===== src/logic/ppp_pkg.sv =====
// Notes on behaviour
// - action 1,0 with low byte select 0 loads the bus as command.
// - action 0,0 with low byte select 0 loads the low address byte.
// - action 0,1 loads a data byte; low byte select picks low or high.
// - programmer raises low byte select before loading the high data byte.
// - page latch pulse with low byte select 1 stores data at low address.
// - action 0,0 with low byte select 1 loads the high address byte.
// - after a write the programmer waits for ready high, or until the wait limit runs out, before the next operation.
// - command 0x00 is a no-operation and ends page programming.
// - eeprom write command; write pulse with low byte select 0 programs page.
// - fuse write of low data byte; byte selects pick low, high, extended.
package ppp_pkg;

   localparam int CLK_PERIOD_NS = 25;
   localparam int PULSE_NS = 250;
   localparam int SETUP_NS = 100;
   localparam int READ_NS = 250;
   localparam int WAIT_LIMIT_US = 10000;
   localparam int PULSE_CYCLES = (PULSE_NS + CLK_PERIOD_NS - 1) / CLK_PERIOD_NS;
   localparam int SETUP_CYCLES = (SETUP_NS + CLK_PERIOD_NS - 1) / CLK_PERIOD_NS;
   localparam int READ_CYCLES = (READ_NS + CLK_PERIOD_NS - 1) / CLK_PERIOD_NS;
   localparam int WAIT_LIMIT_CYCLES = (WAIT_LIMIT_US * 1000) / CLK_PERIOD_NS;

   localparam int TMR_W = 19;
   typedef logic [TMR_W-1:0] ppp_count_type;

   localparam int ADDR_W = 8;
   localparam logic [7:0] REG_CMD = 8'h00;
   localparam logic [7:0] REG_STATUS = 8'h04;

   localparam int ST_BUSY = 0;
   localparam int ST_READY = 1;
   localparam int ST_REFUSED = 2;
   localparam int ST_TIMEOUT = 3;
   localparam int ST_RDATA_LSB = 8;
   localparam int CMD_W = 15;

   typedef enum logic [2:0] {
      OP_NONE = 3'h0,
      OP_LOAD = 3'h1,
      OP_LATCH = 3'h2,
      OP_WRITE = 3'h3,
      OP_READ = 3'h4,
      OP_END = 3'h5
   } ppp_op_type;

   localparam logic [1:0] ACT_ADDR = 2'h0;
   localparam logic [1:0] ACT_DATA = 2'h1;
   localparam logic [1:0] ACT_CMD = 2'h2;
   localparam logic [1:0] ACT_IDLE = 2'h3;

   localparam logic [7:0] CMD_NOP = 8'h00;
   localparam logic [7:0] CMD_WRITE_FLASH = 8'h10;
   localparam logic [7:0] CMD_WRITE_EEPROM = 8'h11;
   localparam logic [7:0] CMD_WRITE_FUSE = 8'h40;
   localparam logic [7:0] CMD_WRITE_LOCK = 8'h20;
   localparam logic [7:0] CMD_READ_SIG = 8'h08;
   localparam logic [7:0] CMD_READ_FUSE_LOCK = 8'h04;
   localparam logic [7:0] CMD_READ_FLASH = 8'h02;
   localparam logic [7:0] CMD_READ_EEPROM = 8'h03;

   // software order word: [2:0] op, [4:3] action, [5] low sel, [6] high sel, [14:7] data
   typedef struct packed {
      logic [7:0] data;
      logic byte_sel_high;
      logic byte_sel_low;
      logic [1:0] action;
      ppp_op_type op;
   } ppp_cmd_type;

   typedef struct packed {
      logic action_code_bit1;
      logic action_code_bit0;
      logic byte_sel_low;
      logic byte_sel_high;
      logic load_strobe;
      logic page_latch_strobe;
      logic write_n;
      logic out_enable_n;
   } ppp_pins_type;

   localparam ppp_pins_type PINS_RESET = '{
      action_code_bit1: 1'b1,
      action_code_bit0: 1'b1,
      byte_sel_low: 1'b0,
      byte_sel_high: 1'b0,
      load_strobe: 1'b0,
      page_latch_strobe: 1'b0,
      write_n: 1'b1,
      out_enable_n: 1'b1
   };

endpackage : ppp_pkg


===== src/logic/ppp_timer.sv =====
`timescale 1ns/100ps
module ppp_timer (
   input wire logic clk_sys,
   input wire logic rst,
   input wire logic start,
   input wire ppp_pkg::ppp_count_type load,
   output logic done
);

   ppp_pkg::ppp_count_type cnt_q;
   logic done_q;

   // done rises load+1 edges after start; load of 0 never finishes
   always_ff @(posedge clk_sys or posedge rst) begin
      if (rst) begin
         cnt_q <= '0;
      end else if (start) begin
         cnt_q <= load;
      end else if (cnt_q != '0) begin
         cnt_q <= cnt_q - 1'b1;
      end
   end

   always_ff @(posedge clk_sys or posedge rst) begin
      if (rst) begin
         done_q <= 1'b0;
      end else begin
         done_q <= (cnt_q == ppp_pkg::ppp_count_type'(1)) && !start;
      end
   end

   assign done = done_q;

endmodule : ppp_timer


===== src/logic/ppp_programmer.sv =====
`timescale 1ns/100ps
module ppp_programmer #(
   parameter int unsigned WAIT_LIMIT = ppp_pkg::WAIT_LIMIT_CYCLES
) (
   input wire logic clk_sys,
   input wire logic rst,
   input wire logic [7:0] reg_addr,
   input wire logic [31:0] reg_wdata,
   input wire logic reg_wr,
   input wire logic reg_rd,
   output logic [31:0] reg_rdata,
   output ppp_pkg::ppp_pins_type pins,
   output logic [7:0] data_out,
   output logic data_oe,
   input wire logic [7:0] data_in,
   input wire logic ready_flag
);

   typedef enum logic [5:0] {
      S_IDLE = 6'h01,
      S_SETUP = 6'h02,
      S_PULSE = 6'h04,
      S_HOLD = 6'h08,
      S_WAIT = 6'h10,
      S_SAMPLE = 6'h20
   } ppp_state_type;

   localparam ppp_pkg::ppp_count_type SETUP_LOAD =
      ppp_pkg::ppp_count_type'(ppp_pkg::SETUP_CYCLES - 1);
   localparam ppp_pkg::ppp_count_type PULSE_LOAD =
      ppp_pkg::ppp_count_type'(ppp_pkg::PULSE_CYCLES - 1);
   localparam ppp_pkg::ppp_count_type READ_LOAD =
      ppp_pkg::ppp_count_type'(ppp_pkg::READ_CYCLES - 1);
   localparam ppp_pkg::ppp_count_type WAIT_LOAD =
      ppp_pkg::ppp_count_type'(WAIT_LIMIT - 1);

   ppp_state_type st_q;
   ppp_state_type st_d;
   ppp_pkg::ppp_cmd_type cmd_q;
   ppp_pkg::ppp_cmd_type wcmd;
   ppp_pkg::ppp_pins_type pins_q;
   ppp_pkg::ppp_count_type tmr_load;
   logic [7:0] data_out_q;
   logic data_oe_q;
   logic [7:0] rbyte_q;
   logic [31:0] rdata_q;
   logic refused_q;
   logic timeout_q;
   logic tmr_start;
   logic tmr_done;
   logic cmd_wr;
   logic op_ok;
   logic accept;
   logic refused;
   logic timeout;
   logic busy;
   logic status_wr;

   assign wcmd = ppp_pkg::ppp_cmd_type'(reg_wdata[ppp_pkg::CMD_W-1:0]);
   assign cmd_wr = reg_wr && (reg_addr == ppp_pkg::REG_CMD);
   assign status_wr = reg_wr && (reg_addr == ppp_pkg::REG_STATUS);
   assign op_ok = (wcmd.op != ppp_pkg::OP_NONE) && (wcmd.op <= ppp_pkg::OP_END);
   assign accept = cmd_wr && (st_q == S_IDLE) && op_ok;
   // an order during a running step is dropped, never queued
   assign refused = cmd_wr && (st_q != S_IDLE);
   assign busy = (st_q != S_IDLE);
   assign timeout = (st_q == S_WAIT) && tmr_done && !ready_flag;

   ppp_timer u_timer (
      .clk_sys(clk_sys),
      .rst(rst),
      .start(tmr_start),
      .load(tmr_load),
      .done(tmr_done)
   );

   always_comb begin
      st_d = st_q;
      tmr_start = 1'b0;
      tmr_load = '0;
      case (st_q)
         S_IDLE: begin
            if (accept) begin
               st_d = S_SETUP;
               tmr_start = 1'b1;
               tmr_load = SETUP_LOAD;
            end
         end
         S_SETUP: begin
            if (tmr_done) begin
               tmr_start = 1'b1;
               if (cmd_q.op == ppp_pkg::OP_READ) begin
                  st_d = S_SAMPLE;
                  tmr_load = READ_LOAD;
               end else begin
                  st_d = S_PULSE;
                  tmr_load = PULSE_LOAD;
               end
            end
         end
         S_PULSE: begin
            if (tmr_done) begin
               st_d = S_HOLD;
               tmr_start = 1'b1;
               tmr_load = PULSE_LOAD;
            end
         end
         S_HOLD: begin
            // hold also gives the device time to pull ready low after a write
            if (tmr_done) begin
               if (cmd_q.op == ppp_pkg::OP_WRITE) begin
                  st_d = S_WAIT;
                  tmr_start = 1'b1;
                  tmr_load = WAIT_LOAD;
               end else begin
                  st_d = S_IDLE;
               end
            end
         end
         S_WAIT: begin
            if (ready_flag || tmr_done) begin
               st_d = S_IDLE;
            end
         end
         S_SAMPLE: begin
            if (tmr_done) begin
               st_d = S_IDLE;
            end
         end
         default: begin
            st_d = S_IDLE;
         end
      endcase
   end

   always_ff @(posedge clk_sys or posedge rst) begin
      if (rst) begin
         st_q <= S_IDLE;
      end else begin
         st_q <= st_d;
      end
   end

   always_ff @(posedge clk_sys or posedge rst) begin
      if (rst) begin
         cmd_q <= '0;
      end else if (accept) begin
         cmd_q <= wcmd;
      end
   end

   // pin levels settle in setup, strobe fires in pulse, released in hold; a read drives output enable low in sample instead, released at its end
   always_ff @(posedge clk_sys or posedge rst) begin
      if (rst) begin
         pins_q <= ppp_pkg::PINS_RESET;
         data_out_q <= 8'h00;
         data_oe_q <= 1'b0;
      end else if (accept) begin
         case (wcmd.op)
            ppp_pkg::OP_LOAD: begin
               pins_q.action_code_bit1 <= wcmd.action[1];
               pins_q.action_code_bit0 <= wcmd.action[0];
               pins_q.byte_sel_low <= wcmd.byte_sel_low;
               pins_q.byte_sel_high <= wcmd.byte_sel_high;
               data_out_q <= wcmd.data;
               data_oe_q <= 1'b1;
            end
            ppp_pkg::OP_END: begin
               {pins_q.action_code_bit1, pins_q.action_code_bit0} <= ppp_pkg::ACT_CMD;
               pins_q.byte_sel_low <= 1'b0;
               data_out_q <= ppp_pkg::CMD_NOP;
               data_oe_q <= 1'b1;
            end
            ppp_pkg::OP_LATCH: begin
               {pins_q.action_code_bit1, pins_q.action_code_bit0} <= ppp_pkg::ACT_IDLE;
               pins_q.byte_sel_low <= 1'b1;
            end
            ppp_pkg::OP_WRITE: begin
               {pins_q.action_code_bit1, pins_q.action_code_bit0} <= ppp_pkg::ACT_IDLE;
               pins_q.byte_sel_low <= wcmd.byte_sel_low;
               pins_q.byte_sel_high <= wcmd.byte_sel_high;
            end
            ppp_pkg::OP_READ: begin
               {pins_q.action_code_bit1, pins_q.action_code_bit0} <= ppp_pkg::ACT_IDLE;
               pins_q.byte_sel_low <= wcmd.byte_sel_low;
               pins_q.byte_sel_high <= wcmd.byte_sel_high;
               data_oe_q <= 1'b0;
            end
            default: begin
               data_oe_q <= data_oe_q;
            end
         endcase
      end else if ((st_q == S_SETUP) && tmr_done) begin
         case (cmd_q.op)
            ppp_pkg::OP_LOAD, ppp_pkg::OP_END: begin
               pins_q.load_strobe <= 1'b1;
            end
            ppp_pkg::OP_LATCH: begin
               pins_q.page_latch_strobe <= 1'b1;
            end
            ppp_pkg::OP_WRITE: begin
               pins_q.write_n <= 1'b0;
            end
            ppp_pkg::OP_READ: begin
               pins_q.out_enable_n <= 1'b0;
            end
            default: begin
               pins_q.write_n <= 1'b1;
            end
         endcase
      end else if ((st_q == S_PULSE) && tmr_done) begin
         pins_q.load_strobe <= 1'b0;
         pins_q.page_latch_strobe <= 1'b0;
         pins_q.write_n <= 1'b1;
      end else if ((st_q == S_SAMPLE) && tmr_done) begin
         pins_q.out_enable_n <= 1'b1;
      end
   end

   always_ff @(posedge clk_sys or posedge rst) begin
      if (rst) begin
         rbyte_q <= 8'h00;
      end else if ((st_q == S_SAMPLE) && tmr_done) begin
         rbyte_q <= data_in;
      end
   end

   // sticky flags: a new event wins over a clear in the same cycle
   always_ff @(posedge clk_sys or posedge rst) begin
      if (rst) begin
         refused_q <= 1'b0;
         timeout_q <= 1'b0;
      end else begin
         if (refused) begin
            refused_q <= 1'b1;
         end else if (status_wr && reg_wdata[ppp_pkg::ST_REFUSED]) begin
            refused_q <= 1'b0;
         end
         if (timeout) begin
            timeout_q <= 1'b1;
         end else if (status_wr && reg_wdata[ppp_pkg::ST_TIMEOUT]) begin
            timeout_q <= 1'b0;
         end
      end
   end

   always_ff @(posedge clk_sys or posedge rst) begin
      if (rst) begin
         rdata_q <= 32'h0000_0000;
      end else begin
         rdata_q <= 32'h0000_0000;
         if (reg_rd) begin
            case (reg_addr)
               ppp_pkg::REG_CMD: begin
                  rdata_q[ppp_pkg::CMD_W-1:0] <= cmd_q;
               end
               ppp_pkg::REG_STATUS: begin
                  rdata_q[ppp_pkg::ST_BUSY] <= busy;
                  rdata_q[ppp_pkg::ST_READY] <= ready_flag;
                  rdata_q[ppp_pkg::ST_REFUSED] <= refused_q;
                  rdata_q[ppp_pkg::ST_TIMEOUT] <= timeout_q;
                  rdata_q[ppp_pkg::ST_RDATA_LSB+:8] <= rbyte_q;
               end
               default: begin
                  rdata_q <= 32'h0000_0000;
               end
            endcase
         end
      end
   end

   assign reg_rdata = rdata_q;
   assign pins = pins_q;
   assign data_out = data_out_q;
   assign data_oe = data_oe_q;
endmodule : ppp_programmer


===== config.mk =====
export PLATFORM = sky130hd
export DESIGN_NAME = ppp_programmer
export DESIGN_NICKNAME = d
export VERILOG_FILES = /design/src/logic/ppp_pkg.sv /design/src/logic/ppp_timer.sv /design/src/logic/ppp_programmer.sv
export SDC_FILE = /design/constraint.sdc
export NUM_CORES = 1
export LEC_CHECK = 0
export BUFFER_PORTS_ARGS = -buffer_cell sky130_fd_sc_hd__buf_2
export CORE_MARGIN = 2
export CORE_UTILIZATION = 53
export CTS_CLUSTER_DIAMETER = 100
export DETAILED_ROUTE_END_ITERATION = 6
export HOLD_SLACK_MARGIN = 0.08
export PLACE_DENSITY = 0.89
export SETUP_SLACK_MARGIN = 0.1
export SLEW_MARGIN = 20
export SYNTH_ARGS = -nofsm -noshare
export SYNTH_HDL_FRONTEND = slang
export SYNTH_SLANG_ARGS = --single-unit

===== constraint.sdc =====
create_clock -name clk_sys -period 3.3 [get_ports clk_sys]
set_clock_uncertainty 0.15 [all_clocks]
set_input_delay 0.165 -clock clk_sys [delete_from_list [all_inputs] [get_ports clk_sys]]
set_output_delay 0.165 -clock clk_sys [all_outputs]
set_load 0.02 [all_outputs]

# == After elaboration in Yosys (flattened, before gate mapping) ==
# Index checks and enable logic that the tools add are counted.
# word_totals
in_bits,53
wordCells,139
ff_bits,100
# classes
eq_ne,30
addsub,1
muxes,41
n_bitwise,1
order_cmp,1
reduce_logical,43
# ops
op,n
$mux 19,4
$pmux 19 s3,1
$mux 6,7
$pmux 6 s6,1
$eq 19x1->1 const B,1
$reduce_bool 19->1,1
$sub 19x1->19 const B,1
$mux 16,1
$pmux 8 s2,1
$logic_and 1x1->1,14
$mux 1,14
$ne 2x1->1 const B,7
$pmux 7 s2,1
$reduce_bool 2->1,7
$eq 3x2->1 const B,4
$eq 3x3->1 const B,4
$mux 4,3
$pmux 3 s4,1
$reduce_and 3->1,3
$eq 8x3->1 const B,1
$logic_not 8->1,1
$ne 2x2->1 const B,4
$pmux 4 s2,1
$reduce_and 2->1,4
other kinds (24),30

# == Logic depth before layout (Yosys ltp) ==
# depth
depth_word,8
mapped_depth,8
mapped_depth_nobuf,6

# == Hierarchy ==
# From an unflattened synthesis, not the netlist that was laid out.
# unflattened
hier_cells,402
area_unflattened_um2,4356.7
# by_module_without_submodules
mod,seq_area_each_um2,area_per_inst_um2,n_inst,cells_per_inst
ppp_programmer,1607.8,3099.2,1,259
ppp_timer,500.5,1257.5,1,143

# == Least setup slack after synthesis ==
# OpenSTA, ideal clock, no wires.
# synth_path
path_type,reg-to-reg
start,reg st_q[2]
end,reg st_q[3]
synth_period_minus_slack_ns,2.248
path_stages_with_launch,7
setup_time_ns,0.120
required_ns,3.030
setup_slack_ns,1.052
n_path_buf,1
arrival_ns,1.978
path_cell_list,dfrtp_1 -> buf_2 -> or4_1 -> or4_4 -> o311ai_2 -> a21oi_2 -> a31o_2
# synth_between
elab_chain_len,5
# synth_rtl
element,line,text
"start, declared",ppp_programmer.sv:37,ppp_state_type st_q;
"start signal, assigned",ppp_programmer.sv:140,st_q <= st_d;
$eq 6x1->1,"ppp_programmer.sv:63, ppp_programmer.sv:81",
$logic_and 1x1->1 (2 in a row),ppp_programmer.sv:63,assign accept = cmd_wr && (st_q == S_IDLE) && op_ok;
$ne 2x2->1 (no source line),--,
$reduce_and 6->1 (no source line),--,
# Several ways; a longest one is shown, not always the timed one.
# A chain may end at the register's enable or synchronous reset.

# == Worst setup path after layout ==
# layout_path
start,reg st_q[1]
end,reg u_timer.cnt_q[12]
# layout_between
elab_chain_len,6
# layout_rtl
element,line,text
$eq 6x1->1,"ppp_programmer.sv:63, ppp_programmer.sv:81",
$logic_and 1x1->1 (2 in a row),ppp_programmer.sv:63,
$mux 1,ppp_programmer.sv:83,if (accept) begin
$pmux 1 s3,ppp_programmer.sv:81,case (st_q)
$mux 19 / $reduce_bool 2->1 (equally long branches),--,
"end signal, assigned",ppp_timer.sv:18,cnt_q <= load;
"end signal, assigned",ppp_timer.sv:20,cnt_q <= cnt_q - 1'b1;
"end, declared",ppp_timer.sv:10,ppp_pkg::ppp_count_type cnt_q;
# Several ways; a longest one is shown, not always the timed one.

==> metrics <==
outcome=complete, no violations; Leak=2.369 nW; RSZ-0062 raised after global routing=no; Hold WC Path Type=in -> reg; DR vias/cell=5.815; initial antenna violation count=0; mapped cell area=~4100 um2; Root Driver=clkbuf_8; H-tree Lvls=3; clock buffer depth=2; CP startpoint kind=flop; Adder-Cell Fraction of Synth Area=0.006092; Slew @ Worst Pin=729.7 ps; largest net degree at the start of global routing=32; Layout area overhead=19.98%; number of remaining DRC errors=0; Final Setup Violations=0; top cell type's share of synthesized area=0.4813; WHS=between 100 and 150 ps; Post-synth EDFFs=0; PD cells=about 470 nW/um2; mux contribution to synthesized area=0.05635; Distinct cells, synth=67; WL final=10450 um; Fin. Hold Viols=0; highest ir drop seen on vdd=between 0.2 and 0.3 mV; Final Max Slew Viols=0; Tot GR Track Use=0.2633; router iterations before antenna repair=5; Fill cells=approximately 570; sequential share of the synthesized area=0.5133; clock slew at reported path FFs=roughly 90 ps; min cycle time layout=approximately 2800 ps; port bufs=68; row count=32; Syn Inst Count=414; gr ovfl total=0; xor/xnor share of the synthesized area=0.02985; most common cell after layout, fill and taps aside=dfrtp_1; Final Wtd Congestion=about 0.9; Inserted Clock Buffers=9; # resized after CTS=0; fmax=360.2 MHz; # diodes=0; Setup TNS Final=0 ps; Post-DRT Antenna Nets=0; nets@finish=560; simple-gate area share of the yosys netlist=0.2157; largest area contributor in the synthesized netlist=dfrtp_1; Synth warnings=0; # IOs=roughly 100; CP Class=reg -> reg; first-pass GRT wire length=roughly 17000 um; Async S/R FF share, synth=1.000; main combinational cell family by area after synthesis=simple AND/OR/NAND/NOR gates; clk sink count=84; WL per Instance=between 15 and 20 um; Synth Flop Type=dfrtp_1; CP Data Required Time=3420 ps; Clock Latency Late Sink=370 ps; max_cap viols=0; CTS tree=built; r2r setup slk=approximately 520 ps; DP HPWL=approximately 6700 um; die area=around 8500 um2; die height=92.04 um; initial core utilization=0.5400; most frequent cells in the layout=dfrtp_1, nand2_1, buf_2; number of synthesized register bits=84; fin crit share=0.8413; worst endpoint data arrival time=2900 ps; Synth Area per Inst=9.922 um2; Synth area leaders=dfrtp_1, nand2_1, dfstp_2, mux2i_1, buf_4; core box area=about 7600 um2; layout cells sized above 1=0.2431; slew margin rel.=0.5122; Synth Area in Compound Gates=0.1218; critical path endpoint category=flop; critical-path maximum fanout=15; DRT iter0 DRCs=267; Vias=3559; number of global-route vias before repair=3467; Die W=92.04 um
## Yosys cell counts, types with 3 or more instances
cell and number:
nand2b_1 6, nand4_1 3, nand3_1 12, or4_1 7
nor4_1 6, a211oi_1 3, mux2_2 9, nor3_1 5
xor2_1 5, dfstp_2 5, a21oi_1 20, nor3b_1 5
xnor2_1 9, inv_1 6, clkbuf_1 12, nor2_1 31
o31ai_1 5, buf_4 16, buf_2 7, o21ai_0 21
mux2i_1 13, nand2_1 71, dfrtp_1 79, nor2b_1 3
## final cells by class
class	count	area, um2	share of cell area
clock buffer	9	123.9	0.02513
clock inverter	7	60.06	0.01219
inverter	7	27.53	0.005585
multi-input combinational	302	1826	0.3704
sequential	84	2108	0.4278
tap	102	127.6	0.02589
timing repair buffer	101	655.6	0.1330
## state kept, by name, indices dropped and copies added, names as in the netlist
register       count
u_timer.done       1
refused_q          1
pins               8
timeout_q          1
data_oe            1
u_timer.cnt_q     19
cmd_q             15
data_out           8
reg_rdata         16
rbyte_q            8
st_q               6
## critical path: stages, from the launching register on
cell,delay (ps)
dfrtp_1,520
nor4_1,430
nand4_1,340
a211o_1,570
and3_1,390
o31ai_1,280
## routing by layer
layer	vias up	part of all wire	global-route usage
met3	25	0.067	0.03944
met4	0	0.024	0.09328
met2	202	0.50	0.4473
li1	1600	-	-
met5	-	0	0
met1	1732	0.41	0.3460
## metrics by stage
stage	power, mW	cell area, um2	setup slack [ps]	std cells	utilization
floorplan	1.513	4164	828.1	429	-
global placement	1.582	4474	711.3	569	0.5882
detailed placement	1.602	4474	632.2	569	0.5882
CTS	2.317	4928	570.5	612	0.6479
global route	2.428	4928	382.5	612	0.6479
finish	2.334	4928	523.8	612	0.6479
## final timing paths
check | endpoint | cells past startpoint | startpoint
max in group asynchronous | pins[7] | 4 | rst
max reg2reg | u_timer.cnt_q[12] | 5 | st_q[1]
min in group asynchronous | cmd_q[11] | 3 | rst
min reg2reg | cmd_q[7] | 2 | cmd_q[7]
max | u_timer.cnt_q[12] | 5 | st_q[1]
min | refused_q | 4 | reg_addr[6]
## logic make-up (layout without fill, tap and decap cells)
| logic type | count (synthesis) | after routing |
|---|---|---|
| other | 1 | 16 |
| xor gates and xnor gates | 14 | 14 |
| and+or+nand+nor | 173 | 173 |
| adders and majority gates | 2 | 2 |
| DFF | 84 | 84 |
| AOI/OAI and AO/OA | 75 | 75 |
| muxes | 22 | 22 |
| buffers and inverters | 43 | 124 |
## where the power goes
part	switching, mW	leakage (nW)	total, mW	internal (mW)
registers	0.0880	1.09	1.19	1.11
clock network	0.416	0.0897	0.702	0.286
logic	0.242	1.19	0.438	0.196
## repair_timing
item | in CTS | in global routing
hold endpoints to repair | 60 | 0
hold buffers | 27 | 0
buffers inserted | 0 | 0
Power figures use the tool's default switching activity.
